### config.mk
export PLATFORM = sky130hd
export DESIGN_NAME = grl_handler
export DESIGN_NICKNAME = d
export VERILOG_FILES = /design/src/logic/grl_pkg.sv /design/src/logic/grl_handler.sv
export VERILOG_INCLUDE_DIRS = /design/src /design/src/logic
export SDC_FILE = /design/constraint.sdc
export NUM_CORES = 1
export LEC_CHECK = 0
export CORE_ASPECT_RATIO = 1.5
export CORE_UTILIZATION = 40
export CTS_CLUSTER_SIZE = 25
export DETAILED_ROUTE_END_ITERATION = 6
export DONT_BUFFER_PORTS = 1
export SYNTH_ARGS = -nofsm -noshare
export SYNTH_HDL_FRONTEND = slang
export SYNTH_SLANG_ARGS = --single-unit
### constraint.sdc
create_clock -name core_clk_in -period 5.4 [get_ports core_clk_in]
set_input_delay 0.81 -clock core_clk_in [delete_from_list [all_inputs] [get_ports core_clk_in]]
set_output_delay 0.81 -clock core_clk_in [all_outputs]
set_load 0.02 [all_outputs]
### src/logic/grl_cfg.svh
// Constants for the bus message handler: field positions, codes, timing.
// Assumes inclusion by the package, the handler module and the test bench.
`ifndef GRL_CFG_SVH
`define GRL_CFG_SVH
// Register byte addresses
`define GRL_ADDR_CTRL 12'h000
`define GRL_ADDR_MASK 12'h004
`define GRL_ADDR_STAT 12'h008
`define GRL_ADDR_EVT 12'h00C
// Trigger response codes
`define GRL_TRIG_IGNORE 2'h0
`define GRL_TRIG_IMMED 2'h1
`define GRL_TRIG_DELAY 2'h2
// Status byte positions, condition width, mask reset value
`define GRL_BIT_RQS 6
`define GRL_COND_W 6
`define GRL_MASK_RST 8'h00
// Settling delay, in microseconds
`define GRL_SETTLE_US 100
`define GRL_CLK_MHZ 125
`define GRL_SETTLE_CYC (`GRL_SETTLE_US * `GRL_CLK_MHZ)
`endif

### src/logic/grl_pkg.sv
// Types shared by the bus message handler.
// Assumes grl_cfg.svh is on the include path.
`include "grl_cfg.svh"
package grl_pkg;
	// Bus commands decoded by the interface front end, one-cycle each
	typedef struct packed {
		logic sdc;
		logic dcl;
		logic get;
		logic gtl;
		logic llo;
		logic tct;
		logic spoll;
		logic cls;
	} grl_cmd_t;
	// Addressing and line state, levels
	typedef struct packed {
		logic ren;
		logic lad;
		logic tad;
	} grl_bus_t;
	typedef enum logic [2:0] {
		GRL_LOCAL = 3'h1,
		GRL_REMOTE = 3'h2,
		GRL_LOCK_REM = 3'h4
	} grl_rl_t;
	typedef enum logic [2:0] {
		GRL_T_IDLE = 3'h1,
		GRL_T_WAIT = 3'h2,
		GRL_T_FIRE = 3'h4
	} grl_trig_t;
endpackage : grl_pkg

### src/logic/grl_handler.sv
// Device-side bus message handler: clear, trigger, remote/local, SRQ.
// Assumes decoded one-cycle bus command strobes, synchronous to core_clk_in.
//
// Functional notes
// - Device clear aborts pending or running bus transfers.
// - Selected clear needs listen addressing; universal clear always acts.
// - Trigger in remote and listen runs the programmed trigger response.
// - Trigger response: ignore, immediate measure, or delayed measure.
// - Default and power-up response is one delayed settled measurement.
// - Remote entered only on first listen addressing after REN true.
// - Local to remote changes no instrument setting.
// - Remote indicator on in remote, off in local.
// - Go-to-local while listening returns to local; lockout flag stays.
// - Lockout flag set means next remote is with lockout unless REN dropped.
// - Listen and talk indicators follow addressing in any mode.
// - Local lockout in remote disables the front-panel local key.
// - Lockout in local with REN gives remote lockout on next listen.
// - Lockout ends only on go-to-local, REN false, or reset.
// - REN false gives local, clears lockout, remote indicator off.
// - Pass control ignored; never becomes controller.
// - SRQ may be asserted in local and remote.
// - SRQ indicator on while SRQ asserted.
// - Serial poll or clear-status drops the service request.
// - Six conditions raise a request only when their mask bit is set.
// - Data ready on triggered result; cal/zero complete on cycle end.
// - Entry error on out-of-range bus value.
// - Measurement error on invalid sensor input.
// - Mask clears to zero at reset.
// - Enabled condition sets its status bit, bit 6, then SRQ.
`timescale 1ns/1ns
`default_nettype none
`include "grl_cfg.svh"
module grl_handler import grl_pkg::*; #(
	parameter int SETTLE_CYC = `GRL_SETTLE_CYC
) (
	input wire logic core_clk_in,
	input wire logic rst_in,
	input wire grl_cmd_t cmd_in,
	input wire grl_bus_t bus_in,
	input wire logic [`GRL_COND_W-1:0] cond_in,
	input wire logic xfer_busy_in,
	input wire logic local_key_in,
	input wire logic psel,
	input wire logic penable,
	input wire logic pwrite,
	input wire logic [11:0] paddr,
	input wire logic [31:0] pwdata,
	output logic [31:0] prdata,
	output logic pready,
	output logic pslverr,
	output logic xfer_abort_out,
	output logic immediate_measure_cmd_out,
	output logic delayed_measure_cmd_out,
	output logic remote_indicator_out,
	output logic listen_indicator_out,
	output logic talk_indicator_out,
	output logic lockout_out,
	output logic srq_out,
	output logic srq_indicator_out,
	output logic ctrl_active_out
);
	localparam int CNT_W = $clog2(SETTLE_CYC + 1);
	initial begin
		if (SETTLE_CYC < 1)
			$error("SETTLE_CYC must be at least one cycle");
	end

	grl_rl_t rl_state;
	grl_trig_t trig_state;
	logic [1:0] trig_mode;
	logic [7:0] srq_mask;
	logic [`GRL_COND_W-1:0] cond_latch;
	logic [CNT_W-1:0] settle_cnt;
	logic lock_flag;
	logic lad_q;
	logic ren_q;
	logic rqs;
	logic clr_do;
	logic trig_do;
	logic ren_fall;
	logic lad_first;
	logic wr_en;
	logic rd_en;
	logic [`GRL_COND_W-1:0] next_cond;

	// Decoded strobes
	assign clr_do = cmd_in.dcl | (cmd_in.sdc & bus_in.lad);
	assign trig_do = cmd_in.get & bus_in.lad & (rl_state != GRL_LOCAL);
	assign ren_fall = ren_q & ~bus_in.ren;
	assign lad_first = bus_in.lad & ~lad_q;
	assign wr_en = psel & penable & pwrite;
	assign rd_en = psel & ~penable & ~pwrite;

	// Edge history of REN and listen address
	always_ff @(posedge core_clk_in) begin
		if (rst_in) begin
			lad_q <= 1'b0;
			ren_q <= 1'b0;
		end else begin
			lad_q <= bus_in.lad;
			ren_q <= bus_in.ren;
		end
	end

	// Abort pulse; only bus transfer state is touched, never settings
	always_ff @(posedge core_clk_in) begin
		if (rst_in)
			xfer_abort_out <= 1'b0;
		else
			xfer_abort_out <= clr_do & xfer_busy_in;
	end

	// Remote/local state; settings live elsewhere and are untouched
	always_ff @(posedge core_clk_in) begin
		if (rst_in) begin
			rl_state <= GRL_LOCAL;
		end else if (!bus_in.ren) begin
			rl_state <= GRL_LOCAL;
		end else begin
			case (rl_state)
				GRL_LOCAL: begin
					if (lad_first && (lock_flag || cmd_in.llo))
						rl_state <= GRL_LOCK_REM;
					else if (lad_first)
						rl_state <= GRL_REMOTE;
				end
				GRL_REMOTE: begin
					if (cmd_in.gtl && bus_in.lad)
						rl_state <= GRL_LOCAL;
					else if (local_key_in && !lock_flag)
						rl_state <= GRL_LOCAL;
					else if (cmd_in.llo)
						rl_state <= GRL_LOCK_REM;
				end
				GRL_LOCK_REM: begin
					if (cmd_in.gtl && bus_in.lad)
						rl_state <= GRL_LOCAL;
				end
				default: rl_state <= GRL_LOCAL;
			endcase
		end
	end

	// Lockout flag survives go-to-local; only REN or reset clears it
	always_ff @(posedge core_clk_in) begin
		if (rst_in)
			lock_flag <= 1'b0;
		else if (!bus_in.ren)
			lock_flag <= 1'b0;
		else if (cmd_in.llo)
			lock_flag <= 1'b1;
	end

	// Indicators; pass control is never decoded, so no controller role
	always_ff @(posedge core_clk_in) begin
		if (rst_in) begin
			remote_indicator_out <= 1'b0;
			listen_indicator_out <= 1'b0;
			talk_indicator_out <= 1'b0;
			lockout_out <= 1'b0;
			ctrl_active_out <= 1'b0;
		end else begin
			remote_indicator_out <= (rl_state != GRL_LOCAL);
			listen_indicator_out <= bus_in.lad;
			talk_indicator_out <= bus_in.tad;
			lockout_out <= (rl_state == GRL_LOCK_REM);
			ctrl_active_out <= 1'b0;
		end
	end

	// Trigger dispatcher with settling delay
	always_ff @(posedge core_clk_in) begin
		if (rst_in) begin
			trig_state <= GRL_T_IDLE;
			settle_cnt <= '0;
			immediate_measure_cmd_out <= 1'b0;
			delayed_measure_cmd_out <= 1'b0;
		end else begin
			immediate_measure_cmd_out <= 1'b0;
			delayed_measure_cmd_out <= 1'b0;
			case (trig_state)
				GRL_T_IDLE: begin
					if (trig_do && trig_mode == `GRL_TRIG_IMMED) begin
						immediate_measure_cmd_out <= 1'b1;
					end else if (trig_do && trig_mode == `GRL_TRIG_DELAY) begin
						trig_state <= GRL_T_WAIT;
						settle_cnt <= CNT_W'(SETTLE_CYC - 1);
					end
				end
				GRL_T_WAIT: begin
					if (clr_do)
						trig_state <= GRL_T_IDLE;
					else if (settle_cnt == '0)
						trig_state <= GRL_T_FIRE;
					else
						settle_cnt <= settle_cnt - 1'b1;
				end
				GRL_T_FIRE: begin
					delayed_measure_cmd_out <= 1'b1;
					trig_state <= GRL_T_IDLE;
				end
				default: trig_state <= GRL_T_IDLE;
			endcase
		end
	end

	// Software registers: trigger mode and mask
	always_ff @(posedge core_clk_in) begin
		if (rst_in) begin
			trig_mode <= `GRL_TRIG_DELAY;
			srq_mask <= `GRL_MASK_RST;
		end else if (wr_en) begin
			if (paddr == `GRL_ADDR_CTRL && pwdata[1:0] != 2'h3)
				trig_mode <= pwdata[1:0];
			if (paddr == `GRL_ADDR_MASK)
				srq_mask <= pwdata[7:0];
		end
	end

	// Condition latches; a new event wins over a same-cycle clear
	always_comb begin
		next_cond = cond_latch;
		if (cmd_in.cls || cmd_in.spoll)
			next_cond = '0;
		if (wr_en && paddr == `GRL_ADDR_EVT)
			next_cond = next_cond & ~pwdata[`GRL_COND_W-1:0];
		next_cond = next_cond | cond_in;
	end

	always_ff @(posedge core_clk_in) begin
		if (rst_in)
			cond_latch <= '0;
		else
			cond_latch <= next_cond;
	end

	// Request service: any latched and enabled condition
	always_ff @(posedge core_clk_in) begin
		if (rst_in) begin
			rqs <= 1'b0;
			srq_out <= 1'b0;
			srq_indicator_out <= 1'b0;
		end else begin
			rqs <= |(next_cond & srq_mask[`GRL_COND_W-1:0]);
			srq_out <= rqs;
			srq_indicator_out <= rqs;
		end
	end

	// APB slave, zero wait states; unmapped reads return zero.
	// Read data is captured in the setup cycle and stands through the
	// access cycle, so pready can be a plain registered setup flag.
	// Map: CTRL holds the trigger mode, MASK the request mask, STAT the
	// remote/local state with indicator and lockout flag, EVT the latched
	// conditions with the request bit above them.
	// EVT is write-one-to-clear; a new condition in that cycle still wins.
	// Limitation: no error response, pslverr stays low for every access.
	always_ff @(posedge core_clk_in) begin
		if (rst_in) begin
			prdata <= 32'h00000000;
			pready <= 1'b0;
			pslverr <= 1'b0;
		end else begin
			pready <= psel & ~penable;
			pslverr <= 1'b0;
			if (rd_en) begin
				case (paddr)
					`GRL_ADDR_CTRL: prdata <= {30'h0, trig_mode};
					`GRL_ADDR_MASK: prdata <= {24'h0, srq_mask};
					`GRL_ADDR_STAT: prdata <= {27'h0, lock_flag,
						remote_indicator_out, rl_state};
					`GRL_ADDR_EVT: prdata <= {24'h0, 1'b0, rqs,
						cond_latch};
					default: prdata <= 32'h00000000;
				endcase
			end
		end
	end

	// Checks
	AST_LOCAL_NO_REN: assert property (@(posedge core_clk_in) disable iff
		(rst_in) !bus_in.ren |=> rl_state == GRL_LOCAL && !lock_flag)
		else $error("remote state held without REN");
	AST_REMOTE_NEEDS_LAD: assert property (@(posedge core_clk_in)
		disable iff (rst_in) $rose(rl_state != GRL_LOCAL) |->
		$past(lad_first))
		else $error("remote entered without first listen address");
	AST_RMT_IND: assert property (@(posedge core_clk_in) disable iff
		(rst_in) remote_indicator_out == $past(rl_state != GRL_LOCAL))
		else $error("remote indicator mismatch");
	AST_LOCK_STAYS: assert property (@(posedge core_clk_in) disable iff
		(rst_in) lock_flag && bus_in.ren |=> lock_flag)
		else $error("lockout flag cleared with REN true");
	AST_IMMED: assert property (@(posedge core_clk_in) disable iff (rst_in)
		trig_do && trig_mode == `GRL_TRIG_IMMED && trig_state == GRL_T_IDLE
		|=> immediate_measure_cmd_out)
		else $error("immediate trigger not issued");
	AST_IGNORE: assert property (@(posedge core_clk_in) disable iff (rst_in)
		trig_do && trig_mode == `GRL_TRIG_IGNORE && trig_state == GRL_T_IDLE
		|=> !immediate_measure_cmd_out ##1 trig_state == GRL_T_IDLE)
		else $error("ignored trigger acted on");
	AST_SRQ_MASKED: assert property (@(posedge core_clk_in) disable iff
		(rst_in) srq_mask == 8'h00 && $past(srq_mask) == 8'h00
		|=> ##1 !srq_out)
		else $error("SRQ raised with empty mask");
	AST_SRQ_IND: assert property (@(posedge core_clk_in) disable iff (rst_in)
		srq_out == srq_indicator_out)
		else $error("SRQ indicator differs from SRQ");
	AST_ABORT: assert property (@(posedge core_clk_in) disable iff (rst_in)
		cmd_in.dcl && xfer_busy_in |=> xfer_abort_out)
		else $error("device clear did not abort");
	AST_LATCH: assert property (@(posedge core_clk_in) disable iff (rst_in)
		cond_in[0] |=> cond_latch[0])
		else $error("condition not latched");

	// Indicator and role checks; indicators lag their lines by one edge
	// Listen indicator follows the listen address
	AST_LISTEN_IND: assert property (@(posedge core_clk_in) disable iff
		(rst_in) listen_indicator_out == $past(bus_in.lad))
		else $error("listen indicator mismatch");
	// Talk indicator follows the talk address
	AST_TALK_IND: assert property (@(posedge core_clk_in) disable iff
		(rst_in) talk_indicator_out == $past(bus_in.tad))
		else $error("talk indicator mismatch");
	// Controller role is never taken
	AST_NO_CTRL: assert property (@(posedge core_clk_in) disable iff
		(rst_in) !ctrl_active_out)
		else $error("controller role taken");
	// Lockout holds until go-to-local or REN false; key has no effect
	AST_LOCK_HOLDS: assert property (@(posedge core_clk_in) disable iff
		(rst_in) rl_state == GRL_LOCK_REM && bus_in.ren && !cmd_in.gtl
		|=> rl_state == GRL_LOCK_REM)
		else $error("lockout left without cause");
	// Selected clear while unaddressed must not abort
	AST_SDC_UNADDR: assert property (@(posedge core_clk_in) disable iff
		(rst_in) cmd_in.sdc && !cmd_in.dcl && !bus_in.lad
		|=> !xfer_abort_out)
		else $error("unaddressed selected clear acted");
	// End of settling always issues the delayed measurement
	AST_DELAY_FIRE: assert property (@(posedge core_clk_in) disable iff
		(rst_in) trig_state == GRL_T_FIRE |=> delayed_measure_cmd_out)
		else $error("delayed measurement not issued");
	// A clear during settling drops the pending trigger
	AST_CLR_DROP_TRIG: assert property (@(posedge core_clk_in) disable iff
		(rst_in) trig_state == GRL_T_WAIT && clr_do
		|=> trig_state == GRL_T_IDLE)
		else $error("pending trigger survived clear");
	// Poll or clear-status empties the latches when nothing new arrives
	AST_STATUS_CLEAR: assert property (@(posedge core_clk_in) disable iff
		(rst_in) (cmd_in.cls || cmd_in.spoll) && cond_in == '0
		|=> cond_latch == '0)
		else $error("conditions not cleared");
	// Mask is empty on the first edge after reset
	AST_MASK_RESET: assert property (@(posedge core_clk_in) disable iff
		(rst_in) $fell(rst_in) |-> srq_mask == `GRL_MASK_RST)
		else $error("mask not cleared by reset");
	// Zero wait states: access cycle always sees pready
	AST_APB_READY: assert property (@(posedge core_clk_in) disable iff
		(rst_in) psel && !penable |=> pready)
		else $error("pready missing in access cycle");
endmodule : grl_handler
`default_nettype wire

Word level (Yosys, flattened, before mapping). Cells that the tools add are included.

Register bits: 79. Input bits: 68. Output and inout bits: 44. Word-level logic and storage cells: 102.

Add/sub/neg operators: 1. Eq/ne operators: 21. Muxes and demuxes: 22. Bitwise gates (word level): 19. Reductions and logical operators: 21.

Operator list (count): 14-bit 2-to-1 mux (4); 8-bit one-hot mux with 4 select lines (1); 3-bit 2-to-1 mux (10); 14-bit one-hot mux with 2 select lines (1); 12-bit by 4-bit equality test with 1-bit output (second input constant) (2); 14-bit logical NOT (1); 14-bit by 1-bit subtractor with 14-bit output (second input constant) (1); 6-bit AND (2); 12-bit by 3-bit equality test with 1-bit output (second input constant) (1); 12-bit logical NOT (1); 6-bit 2-to-1 mux (2); 2-bit != test (second input constant) (6); 1-bit AND (9); 3-bit one-hot mux with 3 select lines (1); 1-bit logical AND (7); 3-bit by 1-bit equality test with 1-bit output (second input constant) (2); 3-bit by 2-bit equality test with 1-bit output (second input constant) (2); 3-bit equality test (second input constant) (2); 3-bit != test (second input constant) (2); 6-bit NOT (1); 6-bit OR (1); 3-bit one-hot mux with 2 select lines (1); 3-bit AND reduction (2); 6-bit OR reduction (1); other kinds (13) (21).

Longest topological paths before layout.
Word-level depth: 7. Gate-level depth with buffers: 8. Gate-level depth less buffers: 6.

Worst setup path before layout. OpenSTA, ideal clock, no wires.

Path type: input -> register. From: input port paddr[9]. To: register srq_mask[0]. Setup time: 128 ps. Data arrival time: 2516 ps. Data required time: 5272 ps. Setup slack: 2757 ps. Stages: 5. Buffers on the path: 0. Path through: or4_4 or4_4 nor3_4 mux2i_1 nor2_1.

Cells in the longest elaborated chain, start to end: 2.

RTL lines: from (decl) (RTL line grl_handler.sv:46) `input wire logic [11:0] paddr,`; 12-bit by 3-bit equality test with 1-bit output; 2-bit AND reduction (no line); to (signal assigned) (RTL line grl_handler.sv:211) `` srq_mask <= `GRL_MASK_RST; ``; to (signal assigned) (RTL line grl_handler.sv:216) `srq_mask <= pwdata[7:0];`; to (decl) (RTL line grl_handler.sv:71) `logic [7:0] srq_mask;`.

Every way passes these cells. A chain may end at the register's enable or synchronous reset.

Worst setup path in the final report.
From: input port paddr[9]. To: register srq_mask[3].

The elaborated chain is that of the path after synthesis.

==> run metrics <==
register bit total from synthesis 55; deepest clock path buffer count 2; crit path cell chain or4_4 -> or4_4 -> nor3_4 -> mux2i_1 -> nor2_1; CP delay by family, top simple AND/OR/NAND/NOR gates; CP max stage delay a little under 600 ps; Root Buffer Master clkbuf_8; I/O pins approximately 110; Worst Setup End Kind register; Max-cap violations 0; CTS Buf Count 5; final hold violation count 0; largest net degree at the start of global routing 41; cell taking the most area after synthesis dfxtp_1; # H-tree levels 2; Routed WL around 6000 um; post-synthesis area per instance 8.79 sq um; Most Frequent Cell on Critical Path or4_4; Final Cycle Share 47.8%; Post-synth top cells dfxtp_1 (55), nor2_1 (35), buf_4 (27); via/cell ratio 5.58; layout cells sized above 1 7.26%; Pwr Total 779 uW; P_leak 1.03 nW; CTS tree yes; Mapped Area about 2700 sq um; GP Congestion just under 0.8; worst skew pair latency 310 ps; Top FF cell, synth dfxtp_1; RSZ-0062 raised after global routing no; Fillers between 600 and 700; Final nets between 300 and 400; Async SR Flop Fraction 0%; CTS Hold Buffers Added 0; setup ws final 2820 ps; critical setup path kind input port to register; post-synth top area share 40.8%; Max-slew headroom around 43%; die width slightly below 70 um; Clk pin slew, worst setup/hold paths 100 ps; GR Overflow Total 0; area delta synth->final 2.55%; vias in the first global route 2001; Yosys warning count 0; Seq/Total Area, Yosys 40.8%; Iteration-0 DRC Markers 81; Worst Skew approximately 6.9 ps; Die Area 7080 sq um; core area 6490 sq um; Crit path required time 5610 ps; first-pass GRT wire length 9830 um; count leader, synth dfxtp_1; status complete, no violations; Buffers on Ports 0; footprint of the multi-input gates 1410 sq um; Starting Density 41.6%; Slew @ Worst Pin 847 ps; number of synthesized flops with an enable pin 0; Fmax achieved 0.387 GHz; Vias 2113; First-pass DRT Iterations 4; peak supply drop 0.0000999 V; FP Rows 36; pre-CTS WS 2490 ps; Final ANT Viol Nets 0; Seq. cell area 1100 sq um; Buffers & Inverters on Critical Path 0; DRC Markers 0; HPWL Detailed 4460 um; synth top area cells dfxtp_1 (41%), buf_4 (7.5%), nor2_1 (4.9%); setup tns final 0 ps; startpoint types input port; Post CTS Setup Buffer Count 0; final setup fails 0; Die Ht 103 um; Post-Syn Instances 307; CTS sink count 55; antenna diode count 0; initial antenna violation count 0; Hold Path Class register to register; Synth cell types 47; Crit Path Max Fanout 11; PD cells ~280 nW/um^2; CTS resizes 0; Slew Viols, Final 0; Worst Path Arrival 2790 ps; Final min period 2580 ps; Layout Cells excl Fill 379; slowest CP cell or4_4; placed insts 371; Avg WL per Cell 15.8 um; GRT Total Usage 17.4%
## path summary, 6_finish.rpt
| check | from | endpoint | slack, ps | depth (start not counted) |
|---|---|---|---|---|
| hold reg to reg | settle_cnt[3] | settle_cnt[3] | 470 | 2 |
| setup reg to reg | rl_state[0] | settle_cnt[13] | 3190 | 7 |
| hold / removal | settle_cnt[3] | settle_cnt[3] | 470 | 2 |
| setup / recovery | paddr[9] | srq_mask[3] | 2820 | 5 |
## cells by family after synthesis
family,share of synthesized area [%]
AND/OR/NAND/NOR,25.6
AO/OA/AOI/OAI,14.5
flip-flops,40.8
buffers and inverters,10.6
multiplexers,7.37
adder cells (fa/ha/maj),0.927
other,0.139
## layer usage
layer	vias up	GRT usage [%]	share of wire [%]
met5	-	0	0
met4	0	6.28	1.6
met3	8	4.11	5.6
met2	73	33.2	54
met1	985	18.8	38
li1	1047	-	-
## worst register-to-register path: stages, from the launching register on
cell,delay [ps]
dfxtp_1,360
nor3b_1,150
buf_4,160
o32ai_1,420
o211ai_1,180
buf_4,240
or4_1,480
a31oi_1,160
## sequential cells by signal (all words and copies together) (netlist names)
signal / flops
cond_latch: 6
delayed_measure_cmd_out: 1
immediate_measure_cmd_out: 1
listen_indicator_out: 1
lock_flag: 1
lockout_out: 1
prdata: 8
pready: 1
remote_indicator_out: 1
rl_state: 3
rqs: 1
settle_cnt: 14
srq_indicator_out: 1
srq_mask: 8
talk_indicator_out: 1
trig_mode: 2
trig_state: 3
xfer_abort_out: 1
## through the flow
step / utilization (%) / hold slack [ps] / instance area, sq um
after floorplan: - / 428 / 2790
after global placement: 40.9 / 453 / 2650
after detailed placement: 40.9 / 444 / 2650
after CTS: 42.7 / 459 / 2770
after global routing: 42.7 / 484 / 2770
final: 42.7 / 471 / 2770
## layout make-up
class | instances | share of cell area (%)
well taps | 76 | 3.44
inverters | 9 | 1.22
clock inverters | 3 | 1.72
flip-flops and latches | 55 | 39.8
multi-input cells | 229 | 50.8
repair buffers | 2 | 0.543
clock buffers | 5 | 2.49
## power by group
group          switching [mW]  total (mW)  internal (mW)
Sequential            0.00993       0.426          0.416
Clock                   0.139       0.280          0.141
Combinational          0.0479      0.0732         0.0254
Total                   0.197       0.779          0.582
## placed cells by master, fill, tap and decap left out, types with 7 or more instances in the layout
cell type and count:
conb_1 26, o21ai_0 7, dfxtp_1 55, inv_1 9, nand2b_1 8, nor3_1 8, mux2i_1 12, nor2_1 35
nor4_1 7, a21oi_1 19, a31oi_1 11, nand2_1 15, or4_1 9
No activity file was read; power rests on OpenSTA's default activity.
